`config.mk`:
```
export PLATFORM = sky130hd
export DESIGN_NAME = word_loader_host_flat
export DESIGN_NICKNAME = d
export VERILOG_FILES = /design/src/inc/word_loader_pkg.sv /design/src/inc/word_link_if.sv /design/src/rtl/word_loader_host.sv /design/src/flat_wrapper.sv
export SDC_FILE = /design/constraint.sdc
export NUM_CORES = 1
export LEC_CHECK = 0
export BUFFER_PORTS_ARGS = -buffer_cell sky130_fd_sc_hd__buf_2
export CAP_MARGIN = 30
export CORE_UTILIZATION = 28
export DETAILED_ROUTE_END_ITERATION = 10
export HOLD_SLACK_MARGIN = 0.08
export PLACE_DENSITY = 0.48
export SETUP_SLACK_MARGIN = 0.5
export SYNTH_ARGS = -nofsm -noshare
export SYNTH_HDL_FRONTEND = slang
export SYNTH_SLANG_ARGS = --single-unit
```
`constraint.sdc`:
```
create_clock -name ref_clk -period 2.8 [get_ports ref_clk]
set_clock_uncertainty 0.05 [all_clocks]
set_input_delay 0.28 -clock ref_clk [delete_from_list [all_inputs] [get_ports ref_clk]]
set_output_delay 0.28 -clock ref_clk [all_outputs]
set_load 0.03 [all_outputs]
```
`src/inc/word_loader_pkg.sv`:
```
// constants shared by the serial word loader ends
package word_loader_pkg;
   // ---------------------------------------------------------------
   // word layout
   // ---------------------------------------------------------------
   localparam int WORD_W    = 16;           // bits per frame
   localparam int BYTE_W    = 8;            // bits per burst in byte mode
   localparam int MODE_MSB  = 15;           // select field, upper bits
   localparam int MODE_LSB  = 13;
   localparam int CHAN_MSB  = 12;           // channel field
   localparam int CHAN_LSB  = 10;
   localparam int DATA_W    = 10;           // main converter data width
   localparam int SUB_W     = 8;            // offset sub-converter width
   localparam int MAX_CHAN  = 8;            // channel field reaches eight

   // ---------------------------------------------------------------
   // select codes
   // ---------------------------------------------------------------
   typedef enum logic [2:0] {
      SEL_SYSTEM  = 3'h0,                   // system control word
      SEL_MAIN    = 3'h1,                   // main converter data
      SEL_CHANNEL = 3'h2,                   // channel control word
      SEL_SUB     = 3'h5                    // offset sub-converter data
   } sel_t;

   // ---------------------------------------------------------------
   // reset values and host timing
   // ---------------------------------------------------------------
   localparam logic [DATA_W-1:0] MAIN_RESET  = 10'h000;  // main level after reset
   localparam logic [SUB_W-1:0]  SUB_RESET   = 8'h00;    // sub level after reset
   localparam logic [DATA_W-1:0] CTRL_RESET  = 10'h000;  // control words after reset
   localparam int                HALF_CYCLES = 2;        // ref cycles per half serial clock
   localparam int                GAP_HALVES  = 4;        // idle halves between bytes
   localparam int                LOAD_HALVES = 2;        // width of a load pulse
endpackage : word_loader_pkg

```
`src/inc/word_link_if.sv`:
```
// three-wire serial link plus load and clear strobes
`timescale 1ns/1ps
interface word_link_if;
   logic serial_clk_in;    // serial clock, made by the host
   logic serial_in;        // serial data, msb first
   logic frame_sync_n;     // frame sync, low while bits flow
   logic load_outputs_n;   // load strobe, low moves inputs to outputs
   logic clear_outputs_n;  // clear strobe, low clears main levels

   // host end drives every wire
   modport host (
      output serial_clk_in,
      output serial_in,
      output frame_sync_n,
      output load_outputs_n,
      output clear_outputs_n
   );

   // device end receives every wire
   modport dev (
      input serial_clk_in,
      input serial_in,
      input frame_sync_n,
      input load_outputs_n,
      input clear_outputs_n
   );
endinterface : word_link_if

```
`src/rtl/word_loader_host.sv`:
```
// host end: word fifo and serial frame generator with divided clock
`timescale 1ns/1ps
module word_fifo #(
   parameter int WIDTH = 16,                   // word width
   parameter int DEPTH = 4                     // words held
) (
   // clock and reset
   input  wire logic             ref_clk,
   input  wire logic             rst,
   // filling side
   input  wire logic             in_valid,
   output logic                  in_ready,
   input  wire logic [WIDTH-1:0] in_data,
   // draining side
   output logic                  out_valid,
   input  wire logic             out_ready,
   output logic [WIDTH-1:0]      out_data
);
   if (DEPTH < 2 || (DEPTH & (DEPTH - 1)) != 0) begin : g_bad_depth
      $error("DEPTH must be a power of two, two or more");
   end

   localparam int AW = $clog2(DEPTH);
   logic [WIDTH-1:0] mem [DEPTH];      // storage
   logic [AW:0]      wr_ptr_reg;       // write pointer with wrap bit
   logic [AW:0]      rd_ptr_reg;       // read pointer with wrap bit
   logic             push;             // word enters
   logic             pop;              // word leaves

   assign in_ready  = (wr_ptr_reg ^ rd_ptr_reg) != {1'b1, {AW{1'b0}}};
   assign out_valid = wr_ptr_reg != rd_ptr_reg;
   assign push      = in_valid && in_ready;
   assign pop       = out_valid && out_ready;
   assign out_data  = mem[rd_ptr_reg[AW-1:0]];

   // storage write
   always_ff @(posedge ref_clk) begin
      if (push) begin
         mem[wr_ptr_reg[AW-1:0]] <= in_data;
      end
   end

   // pointers
   always_ff @(posedge ref_clk or posedge rst) begin
      if (rst) begin
         wr_ptr_reg <= '0;
         rd_ptr_reg <= '0;
      end else begin
         if (push) begin
            wr_ptr_reg <= wr_ptr_reg + 1'b1;
         end
         if (pop) begin
            rd_ptr_reg <= rd_ptr_reg + 1'b1;
         end
      end
   end
endmodule : word_fifo

module word_loader_host
   import word_loader_pkg::*;
#(
   parameter int FIFO_DEPTH = 4                 // queued words
) (
   // system clock and reset
   input  wire logic              ref_clk,
   input  wire logic              rst,
   // word stream in
   input  wire logic              word_valid,
   output logic                   word_ready,
   input  wire logic [WORD_W-1:0] word_data,
   // options and strobes
   input  wire logic              byte_mode,    // send as two bursts
   input  wire logic              load_hold,    // keep load strobe low
   input  wire logic              load_req,     // one-cycle load request
   input  wire logic              clear_req,    // level, clear while high
   output logic                   busy,
   // link to the device
   word_link_if.host              link
);
   typedef enum {ST_IDLE, ST_SHIFT, ST_GAP, ST_TAIL, ST_LOAD} host_st_t;

   // ---------------------------------------------------------------
   // queue and half-period tick
   // ---------------------------------------------------------------
   logic              q_valid;          // queued word waiting
   logic [WORD_W-1:0] q_data;           // head of queue
   logic              q_pop;            // head taken
   logic [3:0]        half_cnt_reg;     // ref cycles within a half
   logic              tick;             // last cycle of a half
   host_st_t          st_reg;           // frame state
   logic [WORD_W-1:0] sh_reg;           // outgoing bits
   logic [4:0]        bits_reg;         // bits completed
   logic [3:0]        wait_reg;         // halves waited
   logic              load_pend_reg;    // load request waiting
   logic              sclk_reg;         // serial clock out
   logic              frame_n_reg;      // frame sync out
   logic              load_n_reg;       // load strobe out
   logic              clr_n_reg;        // clear strobe out

   word_fifo #(.WIDTH(WORD_W), .DEPTH(FIFO_DEPTH)) u_fifo (
      .ref_clk   (ref_clk),
      .rst       (rst),
      .in_valid  (word_valid),
      .in_ready  (word_ready),
      .in_data   (word_data),
      .out_valid (q_valid),
      .out_ready (q_pop),
      .out_data  (q_data)
   );

   assign tick  = half_cnt_reg == 4'(HALF_CYCLES - 1);
   assign q_pop = st_reg == ST_IDLE && tick && q_valid && !load_pend_reg;

   // divider, the serial clock is made from ref_clk
   always_ff @(posedge ref_clk or posedge rst) begin
      if (rst) begin
         half_cnt_reg <= 4'h0;
      end else if (tick) begin
         half_cnt_reg <= 4'h0;
      end else begin
         half_cnt_reg <= half_cnt_reg + 4'h1;
      end
   end

   // ---------------------------------------------------------------
   // frame sequencer
   // ---------------------------------------------------------------
   // one frame at a time, so only one frame sync is ever low
   // single frame sync
   always_ff @(posedge ref_clk or posedge rst) begin
      if (rst) begin
         st_reg        <= ST_IDLE;
         sh_reg        <= '0;
         bits_reg      <= 5'h00;
         wait_reg      <= 4'h0;
         sclk_reg      <= 1'b1;
         frame_n_reg   <= 1'b1;
         load_pend_reg <= 1'b0;
      end else begin
         if (load_req) begin
            load_pend_reg <= 1'b1;
         end
         if (tick) begin
            case (st_reg)
               ST_IDLE: begin
                  if (load_pend_reg) begin
                     load_pend_reg <= load_req;
                     wait_reg      <= 4'h0;
                     st_reg        <= ST_LOAD;
                  end else if (q_valid) begin
                     sh_reg      <= q_data;
                     bits_reg    <= 5'h00;
                     frame_n_reg <= 1'b0;
                     st_reg      <= ST_SHIFT;
                  end
               end
               ST_SHIFT: begin
                  if (sclk_reg) begin
                     sclk_reg <= 1'b0;
                  end else begin
                     sclk_reg <= 1'b1;
                     sh_reg   <= {sh_reg[WORD_W-2:0], 1'b0};
                     bits_reg <= bits_reg + 5'h01;
                     wait_reg <= 4'h0;
                     if (bits_reg == 5'(WORD_W - 1)) begin
                        st_reg <= ST_TAIL;
                     end else if (byte_mode && bits_reg == 5'(BYTE_W - 1)) begin
                        st_reg <= ST_GAP;
                     end
                  end
               end
               ST_GAP: begin
                  wait_reg <= wait_reg + 4'h1;
                  if (wait_reg == 4'(GAP_HALVES - 1)) begin
                     st_reg <= ST_SHIFT;
                  end
               end
               ST_TAIL: begin
                  frame_n_reg <= 1'b1;
                  st_reg      <= ST_IDLE;
               end
               ST_LOAD: begin
                  wait_reg <= wait_reg + 4'h1;
                  if (wait_reg == 4'(LOAD_HALVES - 1)) begin
                     st_reg <= ST_IDLE;
                  end
               end
               default: begin
                  st_reg <= ST_IDLE;
               end
            endcase
         end
      end
   end

   // ---------------------------------------------------------------
   // strobes
   // ---------------------------------------------------------------
   // load low while held or during a pulse; clear follows its request
   // load pulse ahead of waiting words
   always_ff @(posedge ref_clk or posedge rst) begin
      if (rst) begin
         load_n_reg <= 1'b1;
         clr_n_reg  <= 1'b1;
         busy       <= 1'b0;
      end else begin
         load_n_reg <= !(load_hold || st_reg == ST_LOAD);
         clr_n_reg  <= !clear_req;
         busy       <= st_reg != ST_IDLE || q_valid || load_pend_reg;
      end
   end

   // all link wires come straight from flops, so no glitches
   // glitch free frame sync
   assign link.serial_clk_in   = sclk_reg;
   assign link.serial_in       = sh_reg[WORD_W-1];
   assign link.frame_sync_n    = frame_n_reg;
   assign link.load_outputs_n  = load_n_reg;
   assign link.clear_outputs_n = clr_n_reg;
endmodule : word_loader_host

```
`src/flat_wrapper.sv`:
```
// flat-port wrapper written by rule: the top's interface ports become plain ports
module word_loader_host_flat import word_loader_pkg::*;
#(
   parameter int FIFO_DEPTH = 4                                
)
  (ref_clk, rst, word_valid, word_ready, word_data, byte_mode, load_hold, load_req, clear_req, busy, link_serial_clk_in, link_serial_in, link_frame_sync_n, link_load_outputs_n, link_clear_outputs_n);
  word_link_if link_i ();
  input  wire logic ref_clk;
  input  wire logic rst;
  input  wire logic word_valid;
  output logic word_ready;
  input  wire logic [WORD_W-1:0] word_data;
  input  wire logic byte_mode;
  input  wire logic load_hold;
  input  wire logic load_req;
  input  wire logic clear_req;
  output logic busy;
  output wire logic [$bits(link_i.serial_clk_in)-1:0] link_serial_clk_in;
  output wire logic [$bits(link_i.serial_in)-1:0] link_serial_in;
  output wire logic [$bits(link_i.frame_sync_n)-1:0] link_frame_sync_n;
  output wire logic [$bits(link_i.load_outputs_n)-1:0] link_load_outputs_n;
  output wire logic [$bits(link_i.clear_outputs_n)-1:0] link_clear_outputs_n;
  assign link_serial_clk_in = link_i.serial_clk_in;
  assign link_serial_in = link_i.serial_in;
  assign link_frame_sync_n = link_i.frame_sync_n;
  assign link_load_outputs_n = link_i.load_outputs_n;
  assign link_clear_outputs_n = link_i.clear_outputs_n;
  word_loader_host #(.FIFO_DEPTH(FIFO_DEPTH)) u_core (.ref_clk(ref_clk), .rst(rst), .word_valid(word_valid), .word_ready(word_ready), .word_data(word_data), .byte_mode(byte_mode), .load_hold(load_hold), .load_req(load_req), .clear_req(clear_req), .busy(busy), .link(link_i));
endmodule
```
# == Word-level counts from Yosys, hierarchy flattened ==
# Memories as Yosys holds them, arrays and structs flattened.
# Cells that the tools add are included.
# classes
n_eq_ne,20
bitwise,1
muxes,30
reduce_logical,24
add_sub_neg,5
# op_table
op,n
2-to-1 mux 32 bit,7
case mux 32 bit (4 select lines),1
equality test 32 x 2 -> 1 bit (second input constant),2
zero test 32 bit,2
2-to-1 mux 16 bit,3
equality test 32 x 1 -> 1 bit (second input constant),1
equality test 32 x 3 -> 1 bit (second input constant),1
equality test 32 x 4 -> 1 bit (second input constant),1
case mux 16 bit (2 select lines),1
nonzero test 32 bit,1
2-to-1 mux 5 bit,3
2-to-1 mux 4 bit,3
case mux 4 bit (3 select lines),1
case mux 5 bit (2 select lines),1
2-to-1 mux 1 bit,9
adder 4 x 1 -> 4 bit (second input constant),2
equality test 4 x 1 -> 1 bit (second input constant),2
!= test 2 x 1 -> 1 bit (second input constant),4
AND reduction 4 bit,2
adder 3 x 1 -> 3 bit (second input constant),2
logical AND 1 bit,6
!= test 3 x 1 -> 1 bit (second input constant),2
AND reduction 6 bit,1
adder 5 x 1 -> 5 bit (second input constant),1
other kinds (15),21
# totals
n_memories,1
elab_cells,94
ram_bits,64
regBits,73
# mem_list
name,words,word_bits,read_ports,rd_clocked_by_memory_dff,write_ports,line_no,rtl
u_core.u_fifo.mem,4,16,1,0,1,word_loader_host.sv:24,logic [WIDTH-1:0] mem [DEPTH];

# == Depth between registers and ports, before layout ==
# Gate-level depths: netlist of the first run.
# depth
word_depth,6
mapped_depth,6
ltp_nobuf,6

# == Hierarchy ==
# From an unflattened synthesis of the first run, not the netlist that was laid out.
# unflattened
cells_unflattened,322
hier_area_um2,4717.0
# modules_own_cells
module,area_each_um2,cells_per_inst,n_inst,seq_area_each_um2
word_fifo,2810.2,132,1,2072.0
word_loader_host,1906.8,190,1,955.9

# == Worst setup path after synthesis of the first run ==
# Ideal clock, no wire load.
# synth_timing
path_kind,reg-to-reg
from,register u_core.u_fifo.rd_ptr_reg[0]
to,"memory u_core.u_fifo.mem[3][0], enable pin"
required_time_ns,2.375
path_slack_ns,0.720
path_buffers,1
path_stages_with_launch,5
period_less_slack_ns,2.080
arrival_ns,1.654
setup_time_ns,0.375
cell_sequence,dfrtp_1 -> buf_4 -> xnor2_1 -> a31oi_1 -> and2_1
# synth_between
elab_chain_len,5
# synth_lines
element,line_no,rtl
"start, declared",word_loader_host.sv:26,logic [AW:0] rd_ptr_reg;
"start signal, assigned",word_loader_host.sv:53,rd_ptr_reg <= rd_ptr_reg + 1'b1;
XOR 3 bit,word_loader_host.sv:30,"assign in_ready = (wr_ptr_reg ^ rd_ptr_reg) != {1'b1, {AW{1'b0}}};"
!= test 3 bit,word_loader_host.sv:30,
logical AND 1 bit,word_loader_host.sv:32,assign push = in_valid && in_ready;
2-to-1 mux 1 bit,word_loader_host.sv:38,if (push) begin
2-to-1 mux 1 bit (implied by the code),word_loader_host.sv:39,mem[wr_ptr_reg[AW-1:0]] <= in_data;
"end, declared",word_loader_host.sv:24,
# No other way between the ends.

# == Final worst setup path of the first run ==
# layout_timing
from,register u_core.u_fifo.rd_ptr_reg[2]
to,"memory u_core.u_fifo.mem[2][8], enable pin"
# The elaborated chain is that of the path after synthesis.

==> results of run 1 <==
## metrics by stage
stage	cells	setup WS (ps)	total power, mW	instance area, sq um
floorplan	321	720	3.43	4670
global placement	559	581	3.84	5080
detailed placement	560	602	3.86	5100
CTS	585	570	5.12	5470
global route	585	520	5.36	5470
finish	585	651	5.04	5470
## synthesized netlist by cell type (all sizes together), types with 3 or more instances
cell type	instances	area share
a21oi	3	0.0032
a31oi	34	0.046
and2	4	0.0054
and3	3	0.0051
buf	9	0.012
clkbuf	8	0.0064
dfrtp	40	0.21
dfstp	4	0.022
edfxtp	64	0.41
ha	9	0.024
inv	15	0.012
mux2	4	0.010
mux2i	7	0.015
mux4	16	0.077
nand2	37	0.030
nand3	7	0.0075
nand4	4	0.0067
nor2	6	0.0048
nor3	3	0.0056
nor3b	3	0.0059
o21ai	3	0.0032
xnor2	10	0.019
## per-layer routing
| layer | part of all wire | vias up |
|---|---|---|
| met5 | 0 | - |
| met2 | 0.47 | 42 |
| li1 | - | 1302 |
| met1 | 0.49 | 1350 |
| met4 | 0.012 | 0 |
| met3 | 0.027 | 10 |
## worst max-delay path: stages, from the launching register on
cell and delay [ps]:
dfrtp_1 420, xor2_1 190, a31oi_1 210, buf_4 170, and2_1 710
## report_power, final
group,internal [mW],leakage [nW],switching [mW]
logic,0.646,0.776,0.837
clock network,0.620,0.142,0.615
registers,2.10,1.14,0.223
total,3.36,2.06,1.67
## worst max path at each step
stage	endpoint	slack [ps]	startpoint
floorplan	u_core.u_fifo.mem[3][0]	720	u_core.u_fifo.rd_ptr_reg[0]
global placement	u_core.u_fifo.mem[3][4]	580	u_core.u_fifo.rd_ptr_reg[2]
detailed placement	u_core.u_fifo.mem[3][5]	600	u_core.u_fifo.rd_ptr_reg[2]
CTS	u_core.u_fifo.mem[3][8]	570	u_core.u_fifo.rd_ptr_reg[2]
global route	u_core.u_fifo.rd_ptr_reg[1]	520	u_core.half_cnt_reg[1]
finish	u_core.u_fifo.mem[2][8]	650	u_core.u_fifo.rd_ptr_reg[2]
## kinds of logic (layout without fill, tap and decap cells)
kind of cell    count (synthesis)  count (layout)
flops                         108             108
simple gates                   78              78
compound gates                 55              55
buf+inv                        32              80
mux                            27              27
xor+xnor                       12              12
fa+ha+maj                       9               9
## layout make-up
cell class / instances / area (sq um)
Fill cell: 1610 / 10600
Clock inverter: 7 / 57.6
Multi-Input combinational cell: 181 / 1510
Tap cell: 216 / 270
Timing Repair Buffer: 49 / 330
Clock buffer: 9 / 225
Sequential cell: 108 / 3030
Inverter: 15 / 56.3
## timing repair
item,4_1_cts,5_1_grt
hold buffers,9,0
hold endpoints to repair,33,0
endpoints found under the setup margin,0,33
gates resized for setup,0,3
setup buffers,0,0
==> Implementation_results.wiki, run 1 <==
{| class="wikitable"
! Metric !! Value
|-
| Run status || finished clean
|-
| Launch instance of the worst register-to-register path || u_core.u_fifo.rd_ptr_reg[2]
|-
| Endpoint arrival time on the critical path || 2070 ps
|-
| Min Hold Slack || 97.3 ps
|-
| CTS root buf || clkbuf_16
|-
| Insertion delay of the later-clocked pin in the worst-skew pair || 350 ps
|-
| Kind of launch point of the worst setup path || flip-flop
|-
| Detail Placement HPWL || 5.75 mm
|-
| Relative max-transition margin || 0.404
|-
| GR Layer Usage met3 || 0.0320
|-
| Static power due to leakage || 2.06 nW
|-
| Final-report setup violation count || 0
|-
| Dominant combinational cell family by area after synthesis || multiplexers
|-
| Max-capacitance violation count || 0
|-
| Accumulated negative setup slack || 0 ps
|-
| Antenna violations before repair || 0
|-
| EDFF count, synth || 64
|-
| First-pass GRT wire length || 15.3 mm
|-
| Arithmetic-cell share of the synthesized area counting full adders, half adders and majority gates || 0.0241
|-
| Post-synthesis average cell area || 14.6 sq um
|-
| Largest net degree at the start of global routing || 33
|-
| Synthesized netlist cell count || 321
|-
| Number of nets in the layout || 396
|-
| DRC marker count from the first detailed-route iteration || 180
|-
| Endpoint of the worst hold path || u_core.u_fifo.mem[0][14]
|-
| Kind of critical path || reg -> reg
|-
| Total Routing Usage GR || 0.115
|-
| Area fraction in compound gates after synthesis || 0.0827
|-
| Worst IR Drop VDD || 0.407 mV
|-
| Vias per inst || 4.62
|-
| Most frequent cells in the layout || edfxtp_1 (64), dfrtp_1 (40), nand2_1 (37)
|-
| Count of cells along the worst hold path || 1
|-
| Detailed Route WL || 9.05 mm
|-
| Die area || 0.0172 sq mm
|-
| Routing usage on met2 || 0.179
|-
| Layout overhead on the synthesized area || 17.1%
|-
| Effective utilization at floorplan || 0.290
|-
| Antenna cell count || 0
|-
| FF-to-FF setup slack || 650 ps
|-
| Post-synth top flop || edfxtp_1
|-
| Post-synthesis net count || 353
|-
| Post-route DRC || 0
|-
| Final Core Density || 0.340
|-
| Floorplan die height || 131 um
|-
| Routed length per placed instance || 15.5 um
|-
| Transition time at the pin with the least slew margin || 895 ps
|-
| Total of buffers placed on input and output ports || 29
|-
| Clock transition time at the flip-flop clock pins of the worst setup and hold paths || 80 ps
|-
| Standard-cell rows || 46
|-
| TritonCTS clock tree || yes
|-
| Vias after detailed routing || 2704
|-
| Number of storage elements in the synthesis netlist || 108
|-
| Post-synthesis sequential area ratio || 0.648
|-
| Vias in the first global route || 2820
|-
| Synth warnings || 0
|-
| Flip-flop count of the largest register, all copies and words added || 64
|-
| Deepest clock path buffer count || 2
|-
| Mux cell area share after synthesis || 0.103
|-
| Post-DRT Antenna Nets || 0
|-
| Area share of and/or/nand/nor cells after synthesis || 0.0897
|-
| Library cells used by synthesis || 53
|-
| Most common cell after layout, fill and taps aside || edfxtp_1
|-
| Overflow left after global routing || 0
|-
| Area of the core || 0.0161 sq mm
|-
| Combined area of all synthesized cells || 0.00467 sq mm
|-
| Count of H-tree levels built during CTS || 3
|-
| End of the worst register-to-register path || u_core.u_fifo.mem[2][8]
|-
| Max Fanout on Critical Path || 16
|-
| Die outline width || 131 um
|-
| Setup repair after global routing missed its margin || no
|-
| Hold violation total from the final report || 0
|-
| Weighted congestion at the end of routability-driven global placement || 0.672
|-
| Xor and xnor fraction of the mapped netlist area || 0.0225
|-
| Share of the clock period used by the worst path after layout || 0.768
|-
| Proportion of register bits with asynchronous set or reset after synthesis || 0.407
|-
| Router iterations before antenna repair || 4
|-
| Cell count of the worst reg-to-reg path || 4
|-
| Most used routing layer || met2
|-
| Critical hold path startpoint || word_data[14]
|-
| Clk sinks || 108
|-
| Peak clock frequency supported by timing || 465 MHz
|-
| Met1 demand-to-capacity share in global routing || 0.153
|-
| Final worst path period need || 2150 ps
|-
| Kind of capture point of the worst setup path || flip-flop
|-
| Share of final-layout standard cells stronger than drive strength 1 || 0.255
|-
| Power density over cell area || 921 mW/mm^2
|-
| Number of buffers created by CTS || 9
|-
| Type of the tightest min-delay check || in -> reg
|-
| Number of slew-limit violations in the final report || 0
|-
| Count of pins on the block boundary || 30
|-
| Worst Path Required || 2730 ps
|}
Note: power is estimated with default switching activity, not from simulation.
==> run 2: changes to the inputs <==
clock period = 2 ns   (was 2.8 ns; I/O delays follow)
==> run 2 against run 1 <==
Wire length grew 12%. Final area is 15% higher. First-iteration DRC count down 11%. Hold slack improved by 250 ps. Die area is the same. Sequential share of layout area shrank 7.1 points. Critical endpoint is now u_core.u_fifo.rd_ptr_reg[1]. Largest cell class unchanged. Highest routed layer unchanged.
==> Implementation_results.wiki, run 2 (synthesis gave the netlist of run 1 again) <==
{| class="wikitable"
! Metric !! Value
|-
| Number of buffers created by CTS || 9
|-
| Area of the core || 0.0161 sq mm
|-
| Kind of capture point of the worst setup path || flip-flop
|-
| Total of buffers placed on input and output ports || 29
|-
| Count of pins on the block boundary || 30
|-
| Type of the tightest min-delay check || in -> reg
|-
| Floorplan die height || 131 um
|-
| Most frequent cells in the layout || edfxtp_1 (64), nand2_1 (37), dfrtp_1 (37)
|-
| Vias per inst || 4.65
|-
| Accumulated negative setup slack || 0 ps
|-
| Endpoint arrival time on the critical path || 2100 ps
|-
| Share of final-layout standard cells stronger than drive strength 1 || 0.373
|-
| Post-Layout Cell Count || 640
|-
| Hold violation total from the final report || 0
|-
| Power density over cell area || 1300 mW/mm^2
|-
| Post-DRT Antenna Nets || 0
|-
| Cell count after placement || 571
|-
| Setup repair after global routing missed its margin || yes
|-
| Router iterations before antenna repair || 4
|-
| Worst IR Drop VDD || 0.885 mV
|-
| Post-route DRC || 0
|-
| TritonCTS clock tree || yes
|-
| Largest net degree at the start of global routing || 26
|-
| Weighted congestion at the end of routability-driven global placement || 0.723
|-
| Final Core Density || 0.391
|-
| Series of cell instances along the critical path || or4b_4, nor3_4, buf_4, buf_6, nand3_4, mux2_2
|-
| Vias in the first global route || 3090
|-
| Die outline width || 131 um
|-
| Peak clock frequency supported by timing || 523 MHz
|-
| Routed length per placed instance || 15.8 um
|-
| Cell type of the slowest stage on the worst timing path || or4b_4
|-
| Clock transition time at the flip-flop clock pins of the worst setup and hold paths || 70 ps
|-
| Count of H-tree levels built during CTS || 3
|-
| Detail Placement HPWL || 5.92 mm
|-
| Deepest clock path buffer count || 2
|-
| DRC marker count from the first detailed-route iteration || 160
|-
| Flip-flop count of the largest register, all copies and words added || 64
|-
| CTS root buf || clkbuf_16
|-
| Relative max-transition margin || 0.629
|-
| Number of slew-limit violations in the final report || 0
|-
| Antenna violations before repair || 0
|-
| Run status || finished clean
|-
| Final-report setup violation count || 0
|-
| Overflow left after global routing || 0
|-
| Area used by sequential logic in the layout || 0.00303 sq mm
|-
| Max-capacitance violation count || 0
|-
| Clk sinks || 108
|-
| Number of filler instances in the final layout || 1564
|-
| Layout overhead on the synthesized area || 34.7%
|-
| Share of the clock period used by the worst path after layout || 0.956
|-
| Min Hold Slack || 344 ps
|-
| Kind of critical path || reg -> reg
|-
| Die area || 0.0172 sq mm
|-
| Final worst path period need || 1910 ps
|-
| Insertion delay of the later-clocked pin in the worst-skew pair || 350 ps
|-
| Max Fanout on Critical Path || 4
|-
| Most common cell after layout, fill and taps aside || edfxtp_1
|-
| Standard-cell rows || 46
|-
| Number of nets in the layout || 451
|-
| Kind of launch point of the worst setup path || flip-flop
|-
| Static power due to leakage || 2.40 nW
|-
| Antenna cell count || 0
|-
| Transition time at the pin with the least slew margin || 556 ps
|-
| Total Routing Usage GR || 0.126
|-
| Effective utilization at floorplan || 0.290
|-
| Multi-input gate area in the final layout || 0.00175 sq mm
|-
| Worst Path Required || 2190 ps
|-
| Vias after detailed routing || 2978
|-
| Largest stage delay on the critical path || 530 ps
|-
| First-pass GRT wire length || 16.6 mm
|-
| Detailed Route WL || 10.1 mm
|}
==> run 2: changes by cell type in the layout (fill, tap and decap cells not counted), moves of 4 or more <==
cell	delta
buf_12	+4
buf_6	+13
and2_4	+6
dlygate4sd3_1	+11
buf_4	+23
==> run 2: power by group <==
group | switching [mW] | internal [mW]
Combinational | 1.56 | 1.62
Clock | 0.804 | 0.984
Sequential | 0.274 | 2.94
Total | 2.64 | 5.55
==> run 2: repair_timing <==
action                                  CTS  global route
endpoints found under the setup margin  100           102
gates cloned                              4             1
hold buffers                             20             0
pin swaps                                12             9
resized for setup                        24            18
hold endpoints to repair                 86             0
buffers inserted                         24             4
==> run 2: through the flow <==
| step | setup WS [ps] | power [mW] | instance area [sq um] |
|---|---|---|---|
| global placement | 111 | 5.63 | 5260 |
| global route | 23.3 | 8.64 | 6290 |
| CTS | 113 | 8.10 | 6140 |
| floorplan | 54.9 | 4.99 | 4770 |
| detailed placement | 75.5 | 5.66 | 5260 |
| finish | 87.2 | 8.19 | 6290 |
==> run 2: path summary, 6_finish.rpt <==
kind                                          startpoint                          end  slack (ps)  cells after the start
worst max-delay path              u_core.half_cnt_reg[3]  u_core.u_fifo.rd_ptr_reg[1]          90                      6
worst min-delay path                          word_valid  u_core.u_fifo.wr_ptr_reg[0]         340                      5
worst max register to register    u_core.half_cnt_reg[3]  u_core.u_fifo.rd_ptr_reg[1]          90                      6
worst min register to register  u_core.link.frame_sync_n     u_core.link.frame_sync_n         460                      1
max in group asynchronous                            rst             u_core.sh_reg[5]         890                      4
min in group asynchronous                            rst           u_core.wait_reg[1]         400                      3
==> run 2: area by class of cell <==
class                   instances  area share
flip-flops and latches        108       0.482
multi-input cells             184       0.278
repair buffers                101       0.141
well taps                     216      0.0429
clock buffers                  11      0.0370
clock inverters                 5     0.00994
inverters                      15     0.00954
==> run 2: critical path: cells and delay by family, from the launching register on <==
family,cells,cell delay [ps]
and+or+nand+nor,3,800
DFF,1,420
muxes,1,290
buffers and inverters,2,240
==> run 2: layer usage <==
| metal | up-vias | track usage | part of all wire |
|---|---|---|---|
| met4 | 0 | 0.0471 | 0.016 |
| met5 | - | 0 | 0 |
| met1 | 1509 | 0.165 | 0.48 |
| met3 | 10 | 0.0278 | 0.026 |
| li1 | 1415 | - | - |
| met2 | 44 | 0.203 | 0.47 |
==> run 3: changes to the inputs <==
ABC_AREA = 1   (was default)
CORE_ASPECT_RATIO = 0.7   (was default)
CTS_CLUSTER_DIAMETER = 120   (was default)
==> run 3 against run 2 <==
The run now ends with DRC left. Die area rose by 5.0%. Register-to-register slack improved by 270 ps. Via count increased by 24%. Clock-buffer cell count decreased by 2. Non-clock buffer count is the same. Synthesized cell count increased by 55%. Critical path type unchanged.
==> Implementation_results.wiki, run 3 <==
{| class="wikitable"
! Metric !! Value
|-
| Endpoint of the worst hold path || u_core.u_fifo.wr_ptr_reg[1]
|-
| Synth warnings || 0
|-
| Most frequent cells after synthesis || nand2_1 (189), nand3_1 (77), edfxtp_1 (64)
|-
| Kind of capture point of the worst setup path || flip-flop
|-
| Router iterations before antenna repair || 7
|-
| Worst IR Drop VDD || 0.611 mV
|-
| Antenna cell count || 0
|-
| Post-synthesis average cell area || 9.83 sq um
|-
| Most common cell after layout, fill and taps aside || nand2_1
|-
| Post-synthesis net count || 531
|-
| Final-report setup violation count || 0
|-
| Share of the clock period used by the worst path after layout || 0.820
|-
| FF-to-FF setup slack || 360 ps
|-
| Vias in the first global route || 3576
|-
| Hold violation total from the final report || 0
|-
| Switching part of the total || 0.412
|-
| Clk sinks || 108
|-
| Number of nets in the layout || 625
|-
| Proportion of power drawn by combinational gates || 0.504
|-
| Total Routing Usage GR || 0.137
|-
| Cell taking the most area after synthesis || edfxtp_1
|-
| Number of slew-limit violations in the final report || 0
|-
| Vias after detailed routing || 3702
|-
| Post-synthesis sequential area ratio || 0.617
|-
| Reg power frac || 0.324
|-
| Routed length per placed instance || 14.2 um
|-
| Clock transition time at the flip-flop clock pins of the worst setup and hold paths || 80 ps
|-
| Critical hold path startpoint || word_valid
|-
| Share of the synthesized area in the top cell type || 0.392
|-
| Kind of launch point of the worst setup path || flip-flop
|-
| Violated checks || DRC
|-
| Overflow left after global routing || 0
|-
| Switching Power || 4.26 mW
|-
| Count of H-tree levels built during CTS || 3
|-
| Combined area of all synthesized cells || 0.00491 sq mm
|-
| Launch instance of the worst register-to-register path || u_core.u_fifo.wr_ptr_reg[0]
|-
| Final worst path period need || 1640 ps
|-
| Die outline width || 160 um
|-
| CTS root buf || clkbuf_16
|-
| Standard-cell rows || 40
|-
| Number of storage elements in the synthesis netlist || 108
|-
| First-pass GRT wire length || 19.1 mm
|-
| Total of buffers placed on input and output ports || 29
|-
| Largest net degree at the start of global routing || 29
|-
| Library cells used by synthesis || 30
|-
| Static power due to leakage || 2.84 nW
|-
| Endpoint arrival time on the critical path || 1660 ps
|-
| Min Hold Slack || 110 ps
|-
| Deepest clock path buffer count || 2
|-
| Setup repair after global routing missed its margin || yes
|-
| Floorplan die height || 113 um
|-
| Count of pins on the block boundary || 30
|-
| Number of buffers created by CTS || 9
|-
| Run status || complete, but fails checks
|-
| Cell count of the worst reg-to-reg path || 9
|-
| Total non-filler cell area in the finished layout || 0.00658 sq mm
|-
| Layout overhead on the synthesized area || 34.2%
|-
| Max-capacitance violation count || 0
|-
| Vias per inst || 4.47
|-
| Detail Placement HPWL || 7.23 mm
|-
| Die area || 0.0181 sq mm
|-
| Max Fanout on Critical Path || 8
|-
| Flip-flop count of the largest register, all copies and words added || 64
|-
| Accumulated negative setup slack || 0 ps
|-
| Power density over cell area || 1570 mW/mm^2
|-
| Post-synth top flop || edfxtp_1
|-
| Synthesized netlist cell count || 499
|-
| Most numerous cell in the Yosys netlist || nand2_1
|-
| Proportion of register bits with asynchronous set or reset after synthesis || 0.407
|-
| Most frequent cells in the layout || nand2_1 (165), nand3_1 (74), edfxtp_1 (64)
|-
| DRC marker count from the first detailed-route iteration || 196
|-
| Relative max-transition margin || 0.635
|-
| Post-DRT Antenna Nets || 0
|-
| EDFF count, synth || 64
|-
| Area of the core || 0.0172 sq mm
|-
| Type of the tightest min-delay check || in -> reg
|-
| Post-placement cell area || 0.00541 sq mm
|-
| Transition time at the pin with the least slew margin || 546 ps
|-
| Share of final-layout standard cells stronger than drive strength 1 || 0.294
|-
| Detailed Route WL || 11.7 mm
|-
| Count of cells along the worst hold path || 3
|-
| TritonCTS clock tree || yes
|-
| Antenna violations before repair || 0
|-
| Final Core Density || 0.384
|-
| Insertion delay of the later-clocked pin in the worst-skew pair || 350 ps
|-
| Int Pwr || 6.08 mW
|-
| End of the worst register-to-register path || u_core.u_fifo.mem[2][3]
|-
| Effective utilization at floorplan || 0.286
|-
| Clock network fraction of design power || 0.173
|-
| Peak clock frequency supported by timing || 610 MHz
|-
| Synth area leaders || edfxtp_1 (39%), dfrtp_1 (20%), nand2_1 (14%)
|-
| Number of filler instances in the final layout || 1660
|-
| Worst Path Required || 2020 ps
|-
| Post-layout total power || 10.3 mW
|-
| Weighted congestion at the end of routability-driven global placement || 0.803
|-
| Kind of critical path || reg -> reg
|-
| Post-route DRC || 1
|}
-- run 3: cell types whose count changed after synthesis, moves of 9 or more --
cell     change
nand2_1    +152
nand3_1     +70
inv_1        +9
nor2_1      +15
mux4_2      -16
a31oi_1     -34
-- run 3: logic make-up after synthesis --
logic type,count (synthesis),share of synthesized area
simple gates,310,0.276
flops,108,0.617
buf+inv,49,0.0515
compound gates,15,0.0181
fa+ha+maj,9,0.0230
xor+xnor,8,0.0143
-- run 3: layout make-up --
class | instances | area (sq um) | share of cell area
clock buffer | 9 | 225 | 0.0342
clock inverter | 7 | 71.3 | 0.0108
inverter | 28 | 113 | 0.0171
multi-input combinational | 345 | 1890 | 0.288
sequential | 108 | 3040 | 0.461
tap | 231 | 289 | 0.0439
timing repair buffer | 101 | 957 | 0.145
-- run 3: critical path, stage by stage, from the launching register on --
cell and delay, ps:
dfrtp_1 430, inv_2 90, nand2_1 60, nand2_2 90, nor2_4 40, nand3_4 90
nand2_8 100, nor2_4 160, buf_12 130, buf_16 120
-- run 3: timing repair --
action / in CTS / in global routing
pin swaps: 8 / 11
setup buffers: 24 / 9
endpoints found under the hold margin: 87 / 0
gates resized for setup: 44 / 40
setup endpoints to repair: 91 / 97
hold buffers: 20 / 0
cloned: 4 / 2
-- run 3: power groups by stage --
| stage | logic, mW | clock network (mW) | registers [mW] |
|---|---|---|---|
| global placement | 3.49 | 0 | 3.34 |
| detailed placement | 3.56 | 0 | 3.36 |
| finish | 5.21 | 1.78 | 3.34 |
| CTS | 4.81 | 1.84 | 3.30 |
| floorplan | 2.67 | 0 | 3.35 |
| global route | 5.72 | 1.93 | 3.41 |
-- run 3: how the worst max path moves through the flow --
stage                                      from                      end
detailed placement  u_core.u_fifo.wr_ptr_reg[0]  u_core.u_fifo.mem[2][3]
CTS                 u_core.u_fifo.rd_ptr_reg[0]               word_ready
global placement    u_core.u_fifo.wr_ptr_reg[0]  u_core.u_fifo.mem[3][3]
global route        u_core.u_fifo.wr_ptr_reg[0]               word_ready
finish              u_core.u_fifo.wr_ptr_reg[0]  u_core.u_fifo.mem[2][3]
floorplan           u_core.u_fifo.rd_ptr_reg[0]  u_core.u_fifo.mem[0][0]
-- run 3: stage by stage --
stage / setup WS [ps] / instances
floorplan: 301 / 499
detailed placement: 268 / 754
global route: 303 / 829
global placement: 329 / 754
finish: 360 / 829
CTS: 374 / 818
-- run 3: per-layer routing --
layer  track usage  vias up  wire length [um]
met2         0.201       71              5320
met4        0.0343        0                53
li1              -     1844                 -
met5             0        -                 0
met1         0.201     1783              5790
met3        0.0367        4               570
